===== src/shared/csr_pkg.sv =====
// package for the clock source select register block
package csr_pkg;
  localparam logic [3:0] CSR_ADDR_CLKS = 4'h9;
  localparam logic [3:0] CSR_ADDR_STAT = 4'h0;
  localparam int CSR_BIT_PLL = 7;
  localparam int CSR_BIT_OSC_RUN = 6;
  localparam int CSR_BIT_GATE = 5;
  localparam int CSR_BIT_WRC = 4;
  localparam int CSR_BIT_TRUN = 3;
  localparam int CSR_BIT_WRUN = 2;
  localparam int CSR_BIT_TXT = 1;
  localparam int CSR_BIT_WXT = 0;
  localparam logic [7:0] CSR_RESET_CLKS = 8'h80;
  localparam logic [7:0] CSR_WRONCE_MASK = 8'h31;
  localparam int CSR_STOP_SYNC_CYC = 2;
  localparam int CSR_BUS_DIV = 2;
  typedef enum logic [1:0] {CSR_WSRC_IREF, CSR_WSRC_XTAL, CSR_WSRC_RC} csr_wsrc_t;
  typedef struct packed {
    logic sys_clk_from_pll;
    logic bus_div_by_two;
    logic osc_enable;
    logic tick_clk_run;
    logic tick_restart;
    logic tick_src_xtal;
    logic wdog_clk_run;
    logic wdog_restart;
    logic [1:0] wdog_src;
  } csr_ctl_t;
endpackage


===== src/design/csr_clock_select.sv =====
// clock source select register and stop mode clock gating
`timescale 1ns/100ps
`default_nettype none
module csr_clock_select #(
  // rc edges to wait before a gated stop is entered
  parameter int STOP_SYNC_CYC = csr_pkg::CSR_STOP_SYNC_CYC
) (
  // clock and reset
  input wire logic ref_clk_i,
  input wire logic reset_i,
  // register port
  input wire logic [3:0] addr_i,
  input wire logic [7:0] wdata_i,
  input wire logic wr_i,
  input wire logic rd_i,
  output logic [7:0] rdata_o,
  // device status
  input wire logic special_mode_i,
  input wire logic write_protect_i,
  input wire logic wdog_cfg_written_i,
  input wire logic osc_running_i,
  input wire logic osc_pll_qualified_i,
  input wire logic stop_req_i,
  input wire logic full_stop_entry_i,
  input wire logic rc_clk_edge_i,
  // clock control
  output logic stop_ack_o,
  output logic osc_qualified_o,
  output csr_pkg::csr_ctl_t ctl_o
);
  import csr_pkg::*;

  // ==========================================================
  // elaboration checks
  // the rc edge counter is two bits wide, so one to four edges fit
  if (STOP_SYNC_CYC < 1 || STOP_SYNC_CYC > 4) begin : g_bad_sync
    $error("stop sync count out of range");
  end

  // ==========================================================
  // status
  logic osc_qualified_reg;
  logic in_stop_reg;
  logic [7:0] clks_reg;
  logic [7:0] clks_next;
  logic [1:0] rc_cnt_reg;

  always_ff @(posedge ref_clk_i) begin
    if (reset_i)
      osc_qualified_reg <= 1'b0;
    else if (full_stop_entry_i)
      osc_qualified_reg <= 1'b0;
    else
      osc_qualified_reg <= osc_running_i & osc_pll_qualified_i;
  end

  // ==========================================================
  // register write
  logic wr_hit;
  logic [7:0] wr_mask;
  logic [7:0] sw_val;
  assign wr_hit = wr_i && addr_i == CSR_ADDR_CLKS && !write_protect_i;
  // write-once bits lock in normal mode after watchdog config
  assign wr_mask = (special_mode_i || !wdog_cfg_written_i) ? 8'hff : ~CSR_WRONCE_MASK;

  always_comb begin
    sw_val = wr_hit ? ((wdata_i & wr_mask) | (clks_reg & ~wr_mask)) : clks_reg;
    clks_next = sw_val;
    if (!sw_val[CSR_BIT_PLL] && !osc_qualified_reg)
      clks_next[CSR_BIT_PLL] = 1'b1;
    if (!osc_qualified_reg || full_stop_entry_i)
      clks_next[CSR_BIT_PLL] = 1'b1;
    if (!osc_qualified_reg || full_stop_entry_i) begin
      clks_next[CSR_BIT_TXT] = 1'b0;
      clks_next[CSR_BIT_WXT] = 1'b0;
    end
    // bit 4 untouched by status
  end

  always_ff @(posedge ref_clk_i) begin
    if (reset_i)
      clks_reg <= CSR_RESET_CLKS;
    else
      clks_reg <= clks_next;
  end

  always_ff @(posedge ref_clk_i) begin
    if (reset_i)
      rdata_o <= 8'h00;
    else if (rd_i && addr_i == CSR_ADDR_CLKS)
      rdata_o <= clks_reg;
    else if (rd_i && addr_i == CSR_ADDR_STAT)
      rdata_o <= {7'h00, osc_qualified_reg};
    else
      rdata_o <= 8'h00;
  end

  // ==========================================================
  // stop handling
  logic gated_rc;
  assign gated_rc = clks_reg[CSR_BIT_GATE] && clks_reg[CSR_BIT_WRC];

  // gated rc stop entry waits for rc edges so the watchdog domain sees it; ungated stop is entered at once
  always_ff @(posedge ref_clk_i) begin
    if (reset_i) begin
      in_stop_reg <= 1'b0;
      rc_cnt_reg <= 2'h0;
    end else if (!stop_req_i) begin
      in_stop_reg <= 1'b0;
      rc_cnt_reg <= 2'h0;
    end else if (!in_stop_reg) begin
      if (!gated_rc)
        in_stop_reg <= 1'b1;
      else if (rc_clk_edge_i && rc_cnt_reg == 2'(STOP_SYNC_CYC - 1))
        in_stop_reg <= 1'b1;
      if (rc_clk_edge_i)
        rc_cnt_reg <= rc_cnt_reg + 2'h1;
    end
  end

  // ==========================================================
  // outputs
  csr_wsrc_t wsrc;
  logic pseudo;
  always_comb begin
    if (clks_next[CSR_BIT_WRC])
      wsrc = CSR_WSRC_RC;
    else if (clks_next[CSR_BIT_WXT])
      wsrc = CSR_WSRC_XTAL;
    else
      wsrc = CSR_WSRC_IREF;
  end
  assign pseudo = clks_next[CSR_BIT_OSC_RUN];

  always_ff @(posedge ref_clk_i) begin
    if (reset_i) begin
      ctl_o <= '0;
      stop_ack_o <= 1'b0;
      osc_qualified_o <= 1'b0;
    end else begin
      stop_ack_o <= in_stop_reg;
      osc_qualified_o <= osc_qualified_reg;
      ctl_o.sys_clk_from_pll <= clks_next[CSR_BIT_PLL];
      ctl_o.bus_div_by_two <= 1'b1;
      ctl_o.osc_enable <= !in_stop_reg || pseudo;
      // halted tick keeps its count: only the clock is removed
      ctl_o.tick_clk_run <= !in_stop_reg ||
        (pseudo && clks_next[CSR_BIT_TRUN] && clks_next[CSR_BIT_TXT]);
      ctl_o.tick_src_xtal <= clks_next[CSR_BIT_TXT];
      ctl_o.tick_restart <= clks_next[CSR_BIT_TXT] != clks_reg[CSR_BIT_TXT];
      ctl_o.wdog_restart <= (clks_next[CSR_BIT_WRC] != clks_reg[CSR_BIT_WRC]) ||
        (!clks_next[CSR_BIT_WRC] && !clks_reg[CSR_BIT_WRC] &&
         clks_next[CSR_BIT_WXT] != clks_reg[CSR_BIT_WXT]);
      ctl_o.wdog_src <= wsrc;
      if (!in_stop_reg)
        ctl_o.wdog_clk_run <= 1'b1;
      else if (clks_reg[CSR_BIT_WRC])
        ctl_o.wdog_clk_run <= !clks_reg[CSR_BIT_GATE];
      else
        ctl_o.wdog_clk_run <= pseudo && clks_reg[CSR_BIT_WRUN] && clks_reg[CSR_BIT_WXT];
    end
  end

  // ==========================================================
  // checks
  a_pll_forced: assert property (@(posedge ref_clk_i) disable iff (reset_i)
    !osc_qualified_reg |=> clks_reg[CSR_BIT_PLL]) else $error("pll select not forced");
  a_pll_clear_gate: assert property (@(posedge ref_clk_i) disable iff (reset_i)
    $fell(clks_reg[CSR_BIT_PLL]) |-> $past(osc_qualified_reg)) else $error("pll cleared early");
  a_tick_cleared: assert property (@(posedge ref_clk_i) disable iff (reset_i)
    !osc_qualified_reg |=> !clks_reg[CSR_BIT_TXT]) else $error("tick xtal not cleared");
  a_wdog_xt_cleared: assert property (@(posedge ref_clk_i) disable iff (reset_i)
    !osc_qualified_reg |=> !clks_reg[CSR_BIT_WXT]) else $error("wdog xtal not cleared");
  a_protect_hold: assert property (@(posedge ref_clk_i) disable iff (reset_i)
    (write_protect_i && osc_qualified_reg && !full_stop_entry_i) |=> $stable(clks_reg))
    else $error("protected write took effect");
  a_wrc_restart: assert property (@(posedge ref_clk_i) disable iff (reset_i)
    $changed(clks_reg[CSR_BIT_WRC]) |-> ctl_o.wdog_restart) else $error("no wdog restart");
  a_tick_restart: assert property (@(posedge ref_clk_i) disable iff (reset_i)
    $changed(clks_reg[CSR_BIT_TXT]) |-> ctl_o.tick_restart) else $error("no tick restart");
  a_wxt_no_restart: assert property (@(posedge ref_clk_i) disable iff (reset_i)
    (clks_reg[CSR_BIT_WRC] && $past(clks_reg[CSR_BIT_WRC]) && $changed(clks_reg[CSR_BIT_WXT]))
    |-> !ctl_o.wdog_restart) else $error("bit 0 restarted watchdog");
  a_stop_sync: assert property (@(posedge ref_clk_i) disable iff (reset_i)
    (gated_rc && $rose(in_stop_reg)) |-> $past(rc_clk_edge_i)) else $error("stop entry unsynced");
  a_bit4_kept: assert property (@(posedge ref_clk_i) disable iff (reset_i)
    (!wr_hit && clks_reg[CSR_BIT_WRC]) |=> clks_reg[CSR_BIT_WRC]) else $error("bit 4 lost");

  // ==========================================================
  // output checks
  a_pll_out: assert property (@(posedge ref_clk_i) disable iff (reset_i)
    $past(!reset_i) |-> ctl_o.sys_clk_from_pll == clks_reg[CSR_BIT_PLL])
    else $error("system clock select output stale");

  a_bus_div: assert property (@(posedge ref_clk_i) disable iff (reset_i)
    $past(!reset_i) |-> ctl_o.bus_div_by_two)
    else $error("bus divider not two");

  a_tick_src: assert property (@(posedge ref_clk_i) disable iff (reset_i)
    $past(!reset_i) |-> ctl_o.tick_src_xtal == clks_reg[CSR_BIT_TXT])
    else $error("tick source output stale");

  a_status_out: assert property (@(posedge ref_clk_i) disable iff (reset_i)
    $past(!reset_i) |-> osc_qualified_o == $past(osc_qualified_reg))
    else $error("qualified output stale");

  a_wsrc_rc: assert property (@(posedge ref_clk_i) disable iff (reset_i)
    clks_next[CSR_BIT_WRC] |=> ctl_o.wdog_src == CSR_WSRC_RC)
    else $error("watchdog source not rc");

  a_wsrc_xtal: assert property (@(posedge ref_clk_i) disable iff (reset_i)
    (!clks_next[CSR_BIT_WRC] && clks_next[CSR_BIT_WXT]) |=> ctl_o.wdog_src == CSR_WSRC_XTAL)
    else $error("watchdog source not xtal");

  a_wsrc_iref: assert property (@(posedge ref_clk_i) disable iff (reset_i)
    (!clks_next[CSR_BIT_WRC] && !clks_next[CSR_BIT_WXT]) |=> ctl_o.wdog_src == CSR_WSRC_IREF)
    else $error("watchdog source not iref");

  // ==========================================================
  // stop mode checks
  a_osc_off_stop: assert property (@(posedge ref_clk_i) disable iff (reset_i)
    (in_stop_reg && !clks_next[CSR_BIT_OSC_RUN]) |=> !ctl_o.osc_enable)
    else $error("oscillator left on in full stop");

  a_osc_run: assert property (@(posedge ref_clk_i) disable iff (reset_i)
    (!in_stop_reg || clks_next[CSR_BIT_OSC_RUN]) |=> ctl_o.osc_enable)
    else $error("oscillator switched off");

  a_wdog_gate: assert property (@(posedge ref_clk_i) disable iff (reset_i)
    (in_stop_reg && clks_reg[CSR_BIT_WRC] && clks_reg[CSR_BIT_GATE]) |=> !ctl_o.wdog_clk_run)
    else $error("rc watchdog clock not gated");

  a_wdog_ungated: assert property (@(posedge ref_clk_i) disable iff (reset_i)
    (in_stop_reg && clks_reg[CSR_BIT_WRC] && !clks_reg[CSR_BIT_GATE]) |=> ctl_o.wdog_clk_run)
    else $error("rc watchdog clock gated");

  a_stop_wait: assert property (@(posedge ref_clk_i) disable iff (reset_i)
    (gated_rc && !in_stop_reg && !rc_clk_edge_i) |=> !in_stop_reg)
    else $error("gated stop entered without rc edge");

  a_ungated_fast: assert property (@(posedge ref_clk_i) disable iff (reset_i)
    (stop_req_i && !in_stop_reg && !gated_rc) |=> in_stop_reg)
    else $error("ungated stop entry delayed");

  a_stop_ack: assert property (@(posedge ref_clk_i) disable iff (reset_i)
    $past(!reset_i) |-> stop_ack_o == $past(in_stop_reg))
    else $error("stop acknowledge stale");

  a_ack_needs_req: assert property (@(posedge ref_clk_i) disable iff (reset_i)
    stop_ack_o |-> $past(stop_req_i, 2))
    else $error("stop acknowledged without request");

  a_cnt_idle: assert property (@(posedge ref_clk_i) disable iff (reset_i)
    !stop_req_i |=> rc_cnt_reg == 2'h0)
    else $error("rc edge count kept outside stop");

  a_stop_leave: assert property (@(posedge ref_clk_i) disable iff (reset_i)
    !stop_req_i |=> !in_stop_reg)
    else $error("stop kept without request");

  a_tick_run_xtal: assert property (@(posedge ref_clk_i) disable iff (reset_i)
    (in_stop_reg && clks_next[CSR_BIT_OSC_RUN] && clks_next[CSR_BIT_TRUN] &&
     clks_next[CSR_BIT_TXT]) |=> ctl_o.tick_clk_run)
    else $error("tick halted in pseudo stop");

  a_tick_halt: assert property (@(posedge ref_clk_i) disable iff (reset_i)
    (in_stop_reg && !(clks_next[CSR_BIT_OSC_RUN] && clks_next[CSR_BIT_TRUN] &&
     clks_next[CSR_BIT_TXT])) |=> !ctl_o.tick_clk_run)
    else $error("tick running in stop");

  a_tick_awake: assert property (@(posedge ref_clk_i) disable iff (reset_i)
    !in_stop_reg |=> ctl_o.tick_clk_run)
    else $error("tick halted while awake");

  a_wdog_awake: assert property (@(posedge ref_clk_i) disable iff (reset_i)
    !in_stop_reg |=> ctl_o.wdog_clk_run)
    else $error("watchdog halted while awake");

  a_wdog_pseudo: assert property (@(posedge ref_clk_i) disable iff (reset_i)
    (in_stop_reg && !clks_reg[CSR_BIT_WRC] && clks_next[CSR_BIT_OSC_RUN] &&
     clks_reg[CSR_BIT_WRUN] && clks_reg[CSR_BIT_WXT]) |=> ctl_o.wdog_clk_run)
    else $error("xtal watchdog halted in pseudo stop");

  a_wdog_static: assert property (@(posedge ref_clk_i) disable iff (reset_i)
    (in_stop_reg && !clks_reg[CSR_BIT_WRC] &&
     !(clks_reg[CSR_BIT_WRUN] && clks_reg[CSR_BIT_WXT])) |=> !ctl_o.wdog_clk_run)
    else $error("watchdog running in stop");

  // ==========================================================
  // restart checks
  a_tick_pulse: assert property (@(posedge ref_clk_i) disable iff (reset_i)
    ctl_o.tick_restart |-> $changed(clks_reg[CSR_BIT_TXT]))
    else $error("tick restart without change");

  a_wdog_pulse_src: assert property (@(posedge ref_clk_i) disable iff (reset_i)
    ctl_o.wdog_restart |->
    ($changed(clks_reg[CSR_BIT_WRC]) || (!clks_reg[CSR_BIT_WRC] && $changed(clks_reg[CSR_BIT_WXT]))))
    else $error("watchdog restart without cause");

  a_wxt_restart: assert property (@(posedge ref_clk_i) disable iff (reset_i)
    (!clks_reg[CSR_BIT_WRC] && !$past(clks_reg[CSR_BIT_WRC]) &&
     $changed(clks_reg[CSR_BIT_WXT])) |-> ctl_o.wdog_restart)
    else $error("bit 0 change did not restart watchdog");

  // ==========================================================
  // register checks
  a_wxt_needs_qual: assert property (@(posedge ref_clk_i) disable iff (reset_i)
    $rose(clks_reg[CSR_BIT_WXT]) |-> $past(osc_qualified_reg))
    else $error("wdog xtal set while unqualified");

  a_txt_needs_qual: assert property (@(posedge ref_clk_i) disable iff (reset_i)
    $rose(clks_reg[CSR_BIT_TXT]) |-> $past(osc_qualified_reg))
    else $error("tick xtal set while unqualified");

  a_wrc_set_any: assert property (@(posedge ref_clk_i) disable iff (reset_i)
    (wr_hit && wr_mask[CSR_BIT_WRC]) |=> clks_reg[CSR_BIT_WRC] == $past(wdata_i[CSR_BIT_WRC]))
    else $error("bit 4 write lost");

  a_lock_hold: assert property (@(posedge ref_clk_i) disable iff (reset_i)
    (wr_hit && !special_mode_i && wdog_cfg_written_i) |=>
    ($stable(clks_reg[CSR_BIT_GATE]) && $stable(clks_reg[CSR_BIT_WRC])))
    else $error("locked bit written");

  a_write_lands: assert property (@(posedge ref_clk_i) disable iff (reset_i)
    (wr_hit && osc_qualified_reg && !full_stop_entry_i &&
     (special_mode_i || !wdog_cfg_written_i)) |=> clks_reg == $past(wdata_i))
    else $error("open write did not land");

  a_pll_clear_ok: assert property (@(posedge ref_clk_i) disable iff (reset_i)
    (wr_hit && !wdata_i[CSR_BIT_PLL] && osc_qualified_reg && !full_stop_entry_i) |=>
    !clks_reg[CSR_BIT_PLL])
    else $error("pll select clear refused");

  a_pll_stays: assert property (@(posedge ref_clk_i) disable iff (reset_i)
    (clks_reg[CSR_BIT_PLL] && !wr_hit) |=> clks_reg[CSR_BIT_PLL])
    else $error("pll select dropped without write");

  a_txt_no_spont: assert property (@(posedge ref_clk_i) disable iff (reset_i)
    (!clks_reg[CSR_BIT_TXT] && !wr_hit) |=> !clks_reg[CSR_BIT_TXT])
    else $error("tick xtal set without write");

  a_wxt_no_spont: assert property (@(posedge ref_clk_i) disable iff (reset_i)
    (!clks_reg[CSR_BIT_WXT] && !wr_hit) |=> !clks_reg[CSR_BIT_WXT])
    else $error("wdog xtal set without write");

  a_wrc_no_set: assert property (@(posedge ref_clk_i) disable iff (reset_i)
    (!clks_reg[CSR_BIT_WRC] && !wr_hit) |=> !clks_reg[CSR_BIT_WRC])
    else $error("bit 4 set without write");

  a_full_forces: assert property (@(posedge ref_clk_i) disable iff (reset_i)
    full_stop_entry_i |=>
    (clks_reg[CSR_BIT_PLL] && !clks_reg[CSR_BIT_TXT] && !clks_reg[CSR_BIT_WXT]))
    else $error("full stop did not force selects");

  a_qual_clear: assert property (@(posedge ref_clk_i) disable iff (reset_i)
    full_stop_entry_i |=> !osc_qualified_reg)
    else $error("qualified kept through full stop");

  a_qual_rise: assert property (@(posedge ref_clk_i) disable iff (reset_i)
    (osc_running_i && osc_pll_qualified_i && !full_stop_entry_i) |=> osc_qualified_reg)
    else $error("qualified status not raised");

  a_qual_needs_osc: assert property (@(posedge ref_clk_i) disable iff (reset_i)
    !(osc_running_i && osc_pll_qualified_i) |=> !osc_qualified_reg)
    else $error("qualified without oscillator");

  a_read_clks: assert property (@(posedge ref_clk_i) disable iff (reset_i)
    (rd_i && addr_i == CSR_ADDR_CLKS) |=> rdata_o == $past(clks_reg))
    else $error("select register read wrong");

  a_read_stat: assert property (@(posedge ref_clk_i) disable iff (reset_i)
    (rd_i && addr_i == CSR_ADDR_STAT) |=> rdata_o == {7'h00, $past(osc_qualified_reg)})
    else $error("status read wrong");

  a_read_idle: assert property (@(posedge ref_clk_i) disable iff (reset_i)
    !rd_i |=> rdata_o == 8'h00)
    else $error("read data not cleared");

  a_unmapped: assert property (@(posedge ref_clk_i) disable iff (reset_i)
    (rd_i && addr_i != CSR_ADDR_CLKS && addr_i != CSR_ADDR_STAT) |=> rdata_o == 8'h00)
    else $error("unmapped read not zero");
endmodule
`default_nettype wire


===== config.mk =====
export PLATFORM = sky130hd
export DESIGN_NAME = csr_clock_select
export DESIGN_NICKNAME = d
export VERILOG_FILES = /design/src/shared/csr_pkg.sv /design/src/design/csr_clock_select.sv
export SDC_FILE = /design/constraint.sdc
export NUM_CORES = 1
export LEC_CHECK = 0
export ABC_AREA = 1
export BUFFER_PORTS_ARGS = -buffer_cell sky130_fd_sc_hd__buf_2
export CORE_ASPECT_RATIO = 0.9
export CORE_MARGIN = 4
export CORE_UTILIZATION = 43
export DETAILED_ROUTE_END_ITERATION = 8
export PLACE_DENSITY = 0.73
export SLEW_MARGIN = 20
export SYNTH_ARGS = -nofsm -noshare
export SYNTH_HDL_FRONTEND = slang
export SYNTH_SLANG_ARGS = --single-unit

===== constraint.sdc =====
create_clock -name ref_clk_i -period 1.85 [get_ports ref_clk_i]
set_clock_uncertainty 0.2 [all_clocks]
set_input_delay 0.185 -clock ref_clk_i [delete_from_list [all_inputs] [get_ports ref_clk_i]]
set_output_delay 0.185 -clock ref_clk_i [all_outputs]
set_load 0.05 [all_outputs]

==> flow_metrics.py <==
metrics = {
    "floorplan": {
        "core_um2": 2530,
        "dieHeight_um": 57.5,
        "initial_core_util_pct": 46.3,
        "die-area_um2": 3620,
        "die_w_um": 63.0,
        "io_pins": 44,
        "rows": 17,
    },
    "power": {
        "powerDensity_nw_per_um2": 744,
        "power.internal_uw": 886,
        "pwr-share-clk_pct": 31.8,
        "combPwrFrac_pct": 12.0,
        "switching_share_pct": 24.9,
        "power.leakage_nw": 0.780,
        "switching_power_uw": 294,
        "seqPwrFrac_pct": 56.2,
        "ir_drop_mv": 0.363,
    },
    "cts": {
        "clk_pin_slew_ns": 0.08,
        "clock-sinks": 30,
        "postCtsSetupRepairBufs": 0,
        "cts_tree": "yes",
        "clock_path_buffers": 2,
        "cts_buffers": 5,
        "cts_resized": 0,
        "root_buffer": "clkbuf_4",
        "clk_latency_ns": 0.32,
        "htree_levels": 2,
    },
    "synth": {
        "ys_top_cells_by_area": "dfxtp_1 (51%), nor2_1 (7.4%), nand2_1 (6.4%)",
        "muxShareOfSynthArea_pct": 0,
        "synth-simple-area-share_pct": 26.0,
        "synthAdderAreaFrac_pct": 2.14,
        "yosysWarnings": 0,
        "ys_seq_area_share_pct": 51.3,
        "synth_nets": 166,
        "synth_area_um2": 1170,
        "synth_xor_area_share_pct": 0.748,
        "synth_top_family_by_area": "simple AND/OR/NAND/NOR gates",
        "synth_cells": 140,
        "yosys_register_bits": 30,
        "synth_area_leader_cell": "dfxtp_1",
        "synth_top_area_share_pct": 51.3,
        "syn-mean-instance-area_um2": 8.37,
        "synth.distinct_cells": 28,
        "synth-compound-area-share_pct": 10.9,
    },
    "placement": {
        "port-buffer-count": 43,
        "pre_cts_ws_ns": 0.141,
        "place_area_um2": 1410,
        "place.gp.congestion": 0.771,
        "place_hpwl_um": 2000,
    },
    "timing": {
        "tightest_slew_ns": 0.450,
        "finalSetupViolations": 0,
        "slew_headroom_pct": 69.9,
        "timing.final.hold_violations": 0,
        "fin_crit_sh_pct": 85.5,
        "setup_ws_ns": 0.269,
        "holdWs_ns": 0.00382,
        "period_minus_slack_ns": 1.58,
        "rsz0062_at_grt": "false",
        "clock.fmax_mhz": 633,
        "slew_violations": 0,
        "tns_ns": 0,
    },
    "setup_path": {
        "cp-start-kind": "input port",
        "critical_path_class": "input port to flop",
        "r2r_slack_ns": 0.36,
        "crit_arrival_ns": 1.59,
        "crit_path_end_kind": "flop",
        "crit_fanout": 6,
        "crit_required_ns": 1.86,
    },
    "routing": {
        "num_vias": 1096,
        "via_per_inst": 4.81,
        "dr.first_iter.drc_count": 19,
        "totalWireLength_um": 2630,
        "drt_pre_antenna_iters": 5,
        "drc": 0,
        "antenna_left": 0,
        "routedWlPerCell_um": 11.5,
    },
    "final_layout": {
        "final_area_um2": 1590,
        "fillCellCount": 224,
        "area_growth_syn_to_layout_pct": 35.4,
        "diodes": 0,
        "layout.cells.most_common_list": "buf_2 (43), dfxtp_1 (30), nor2_1 (23), nand2_1 (20), inv_1 (18)",
        "layout_commonest_cell": "buf_2",
        "final_nets": 227,
        "drive_gt1_share_pct": 34.5,
    },
    "global_routing": {
        "grt_usage_pct": 15.4,
        "grt_max_degree": 14,
        "antenna_found_initial": 0,
        "grt_pass1_vias": 1001,
        "grt_pass1_wl_um": 4300,
        "grt_remaining_overflow": 0,
    },
    "status": {
        "outcome": "complete, no violations",
    },
    "worst_hold_path": {
        "holdCritPathClass": "input port to flop",
    },
    "run": {
        "maxCapViolCount": 0,
    },
}
==> cell families after synthesis <==
group / after synthesis
flip-flops: 30
AO/OA/AOI/OAI: 19
XOR/XNOR: 1
AND/OR/NAND/NOR: 64
adder cells (fa/ha/maj): 2
buffers and inverters: 24
==> area by class of cell <==
class	instances	area, um2	area share [%]
multi-input combinational	86	465	29.4
sequential	30	601	37.9
tap	28	35.0	2.21
inverter	20	75.1	4.74
clock buffer	6	51.3	3.24
timing repair buffer	58	358	22.6
==> cell usage after synthesis (all sizes together) <==
library cell	count
a211oi	1
a21oi	5
a31oi	1
a41oi	1
buf	3
clkbuf	1
clkinv	1
dfxtp	30
ha	2
inv	19
nand2	25
nand3	6
nor2	28
nor3	4
o211ai	3
o21ai	8
or2	1
xor2	1
==> power groups by stage <==
stage | Sequential [mW] | Combinational [mW] | Clock [mW]
after floorplan | 0.709 | 0.0424 | 0
after global placement | 0.678 | 0.120 | 0
after detailed placement | 0.679 | 0.125 | 0
after CTS | 0.664 | 0.142 | 0.383
after global routing | 0.666 | 0.155 | 0.423
final | 0.663 | 0.142 | 0.375
==> per-stage QoR <==
step                util [%]  power [mW]  std cells
floorplan                  -       0.752        140
global placement        55.9       0.798        210
detailed placement      55.9       0.803        210
CTS                     62.6        1.19        228
global route            62.6        1.24        228
finish                  62.6        1.18        228
==> routing by layer <==
metal / wire length (um) / vias up / GRT usage (%)
met5: 0 / - / 0
met4: 42 / 0 / 6.60
met3: 184 / 7 / 5.91
met2: 1270 / 36 / 26.5
met1: 1140 / 490 / 17.1
li1: - / 563 / -
==> critical path: stages <==
cell           delay, ns
dlygate4sd3_1       0.53
buf_2               0.12
nor2_1              0.36
o21ai_0             0.15
o21ai_0             0.18
a21oi_1             0.06
==> path summary, 6_finish.rpt <==
kind                          start         end  depth (start not counted)
hold reg to reg         clks_reg[6]  rdata_o[6]                          2
setup / recovery  full_stop_entry_i    ctl_o[5]                          6
setup reg to reg        clks_reg[0]  rdata_o[0]                          3
hold / removal           wdata_i[7]    ctl_o[9]                          5
==> repair_timing <==
item | 4_1_cts | 5_1_grt
hold buffers | 12 | 0
endpoints found under the hold margin | 11 | 0
endpoints found under the setup margin | 0 | 0
Note: power is estimated with default switching activity, not from simulation.
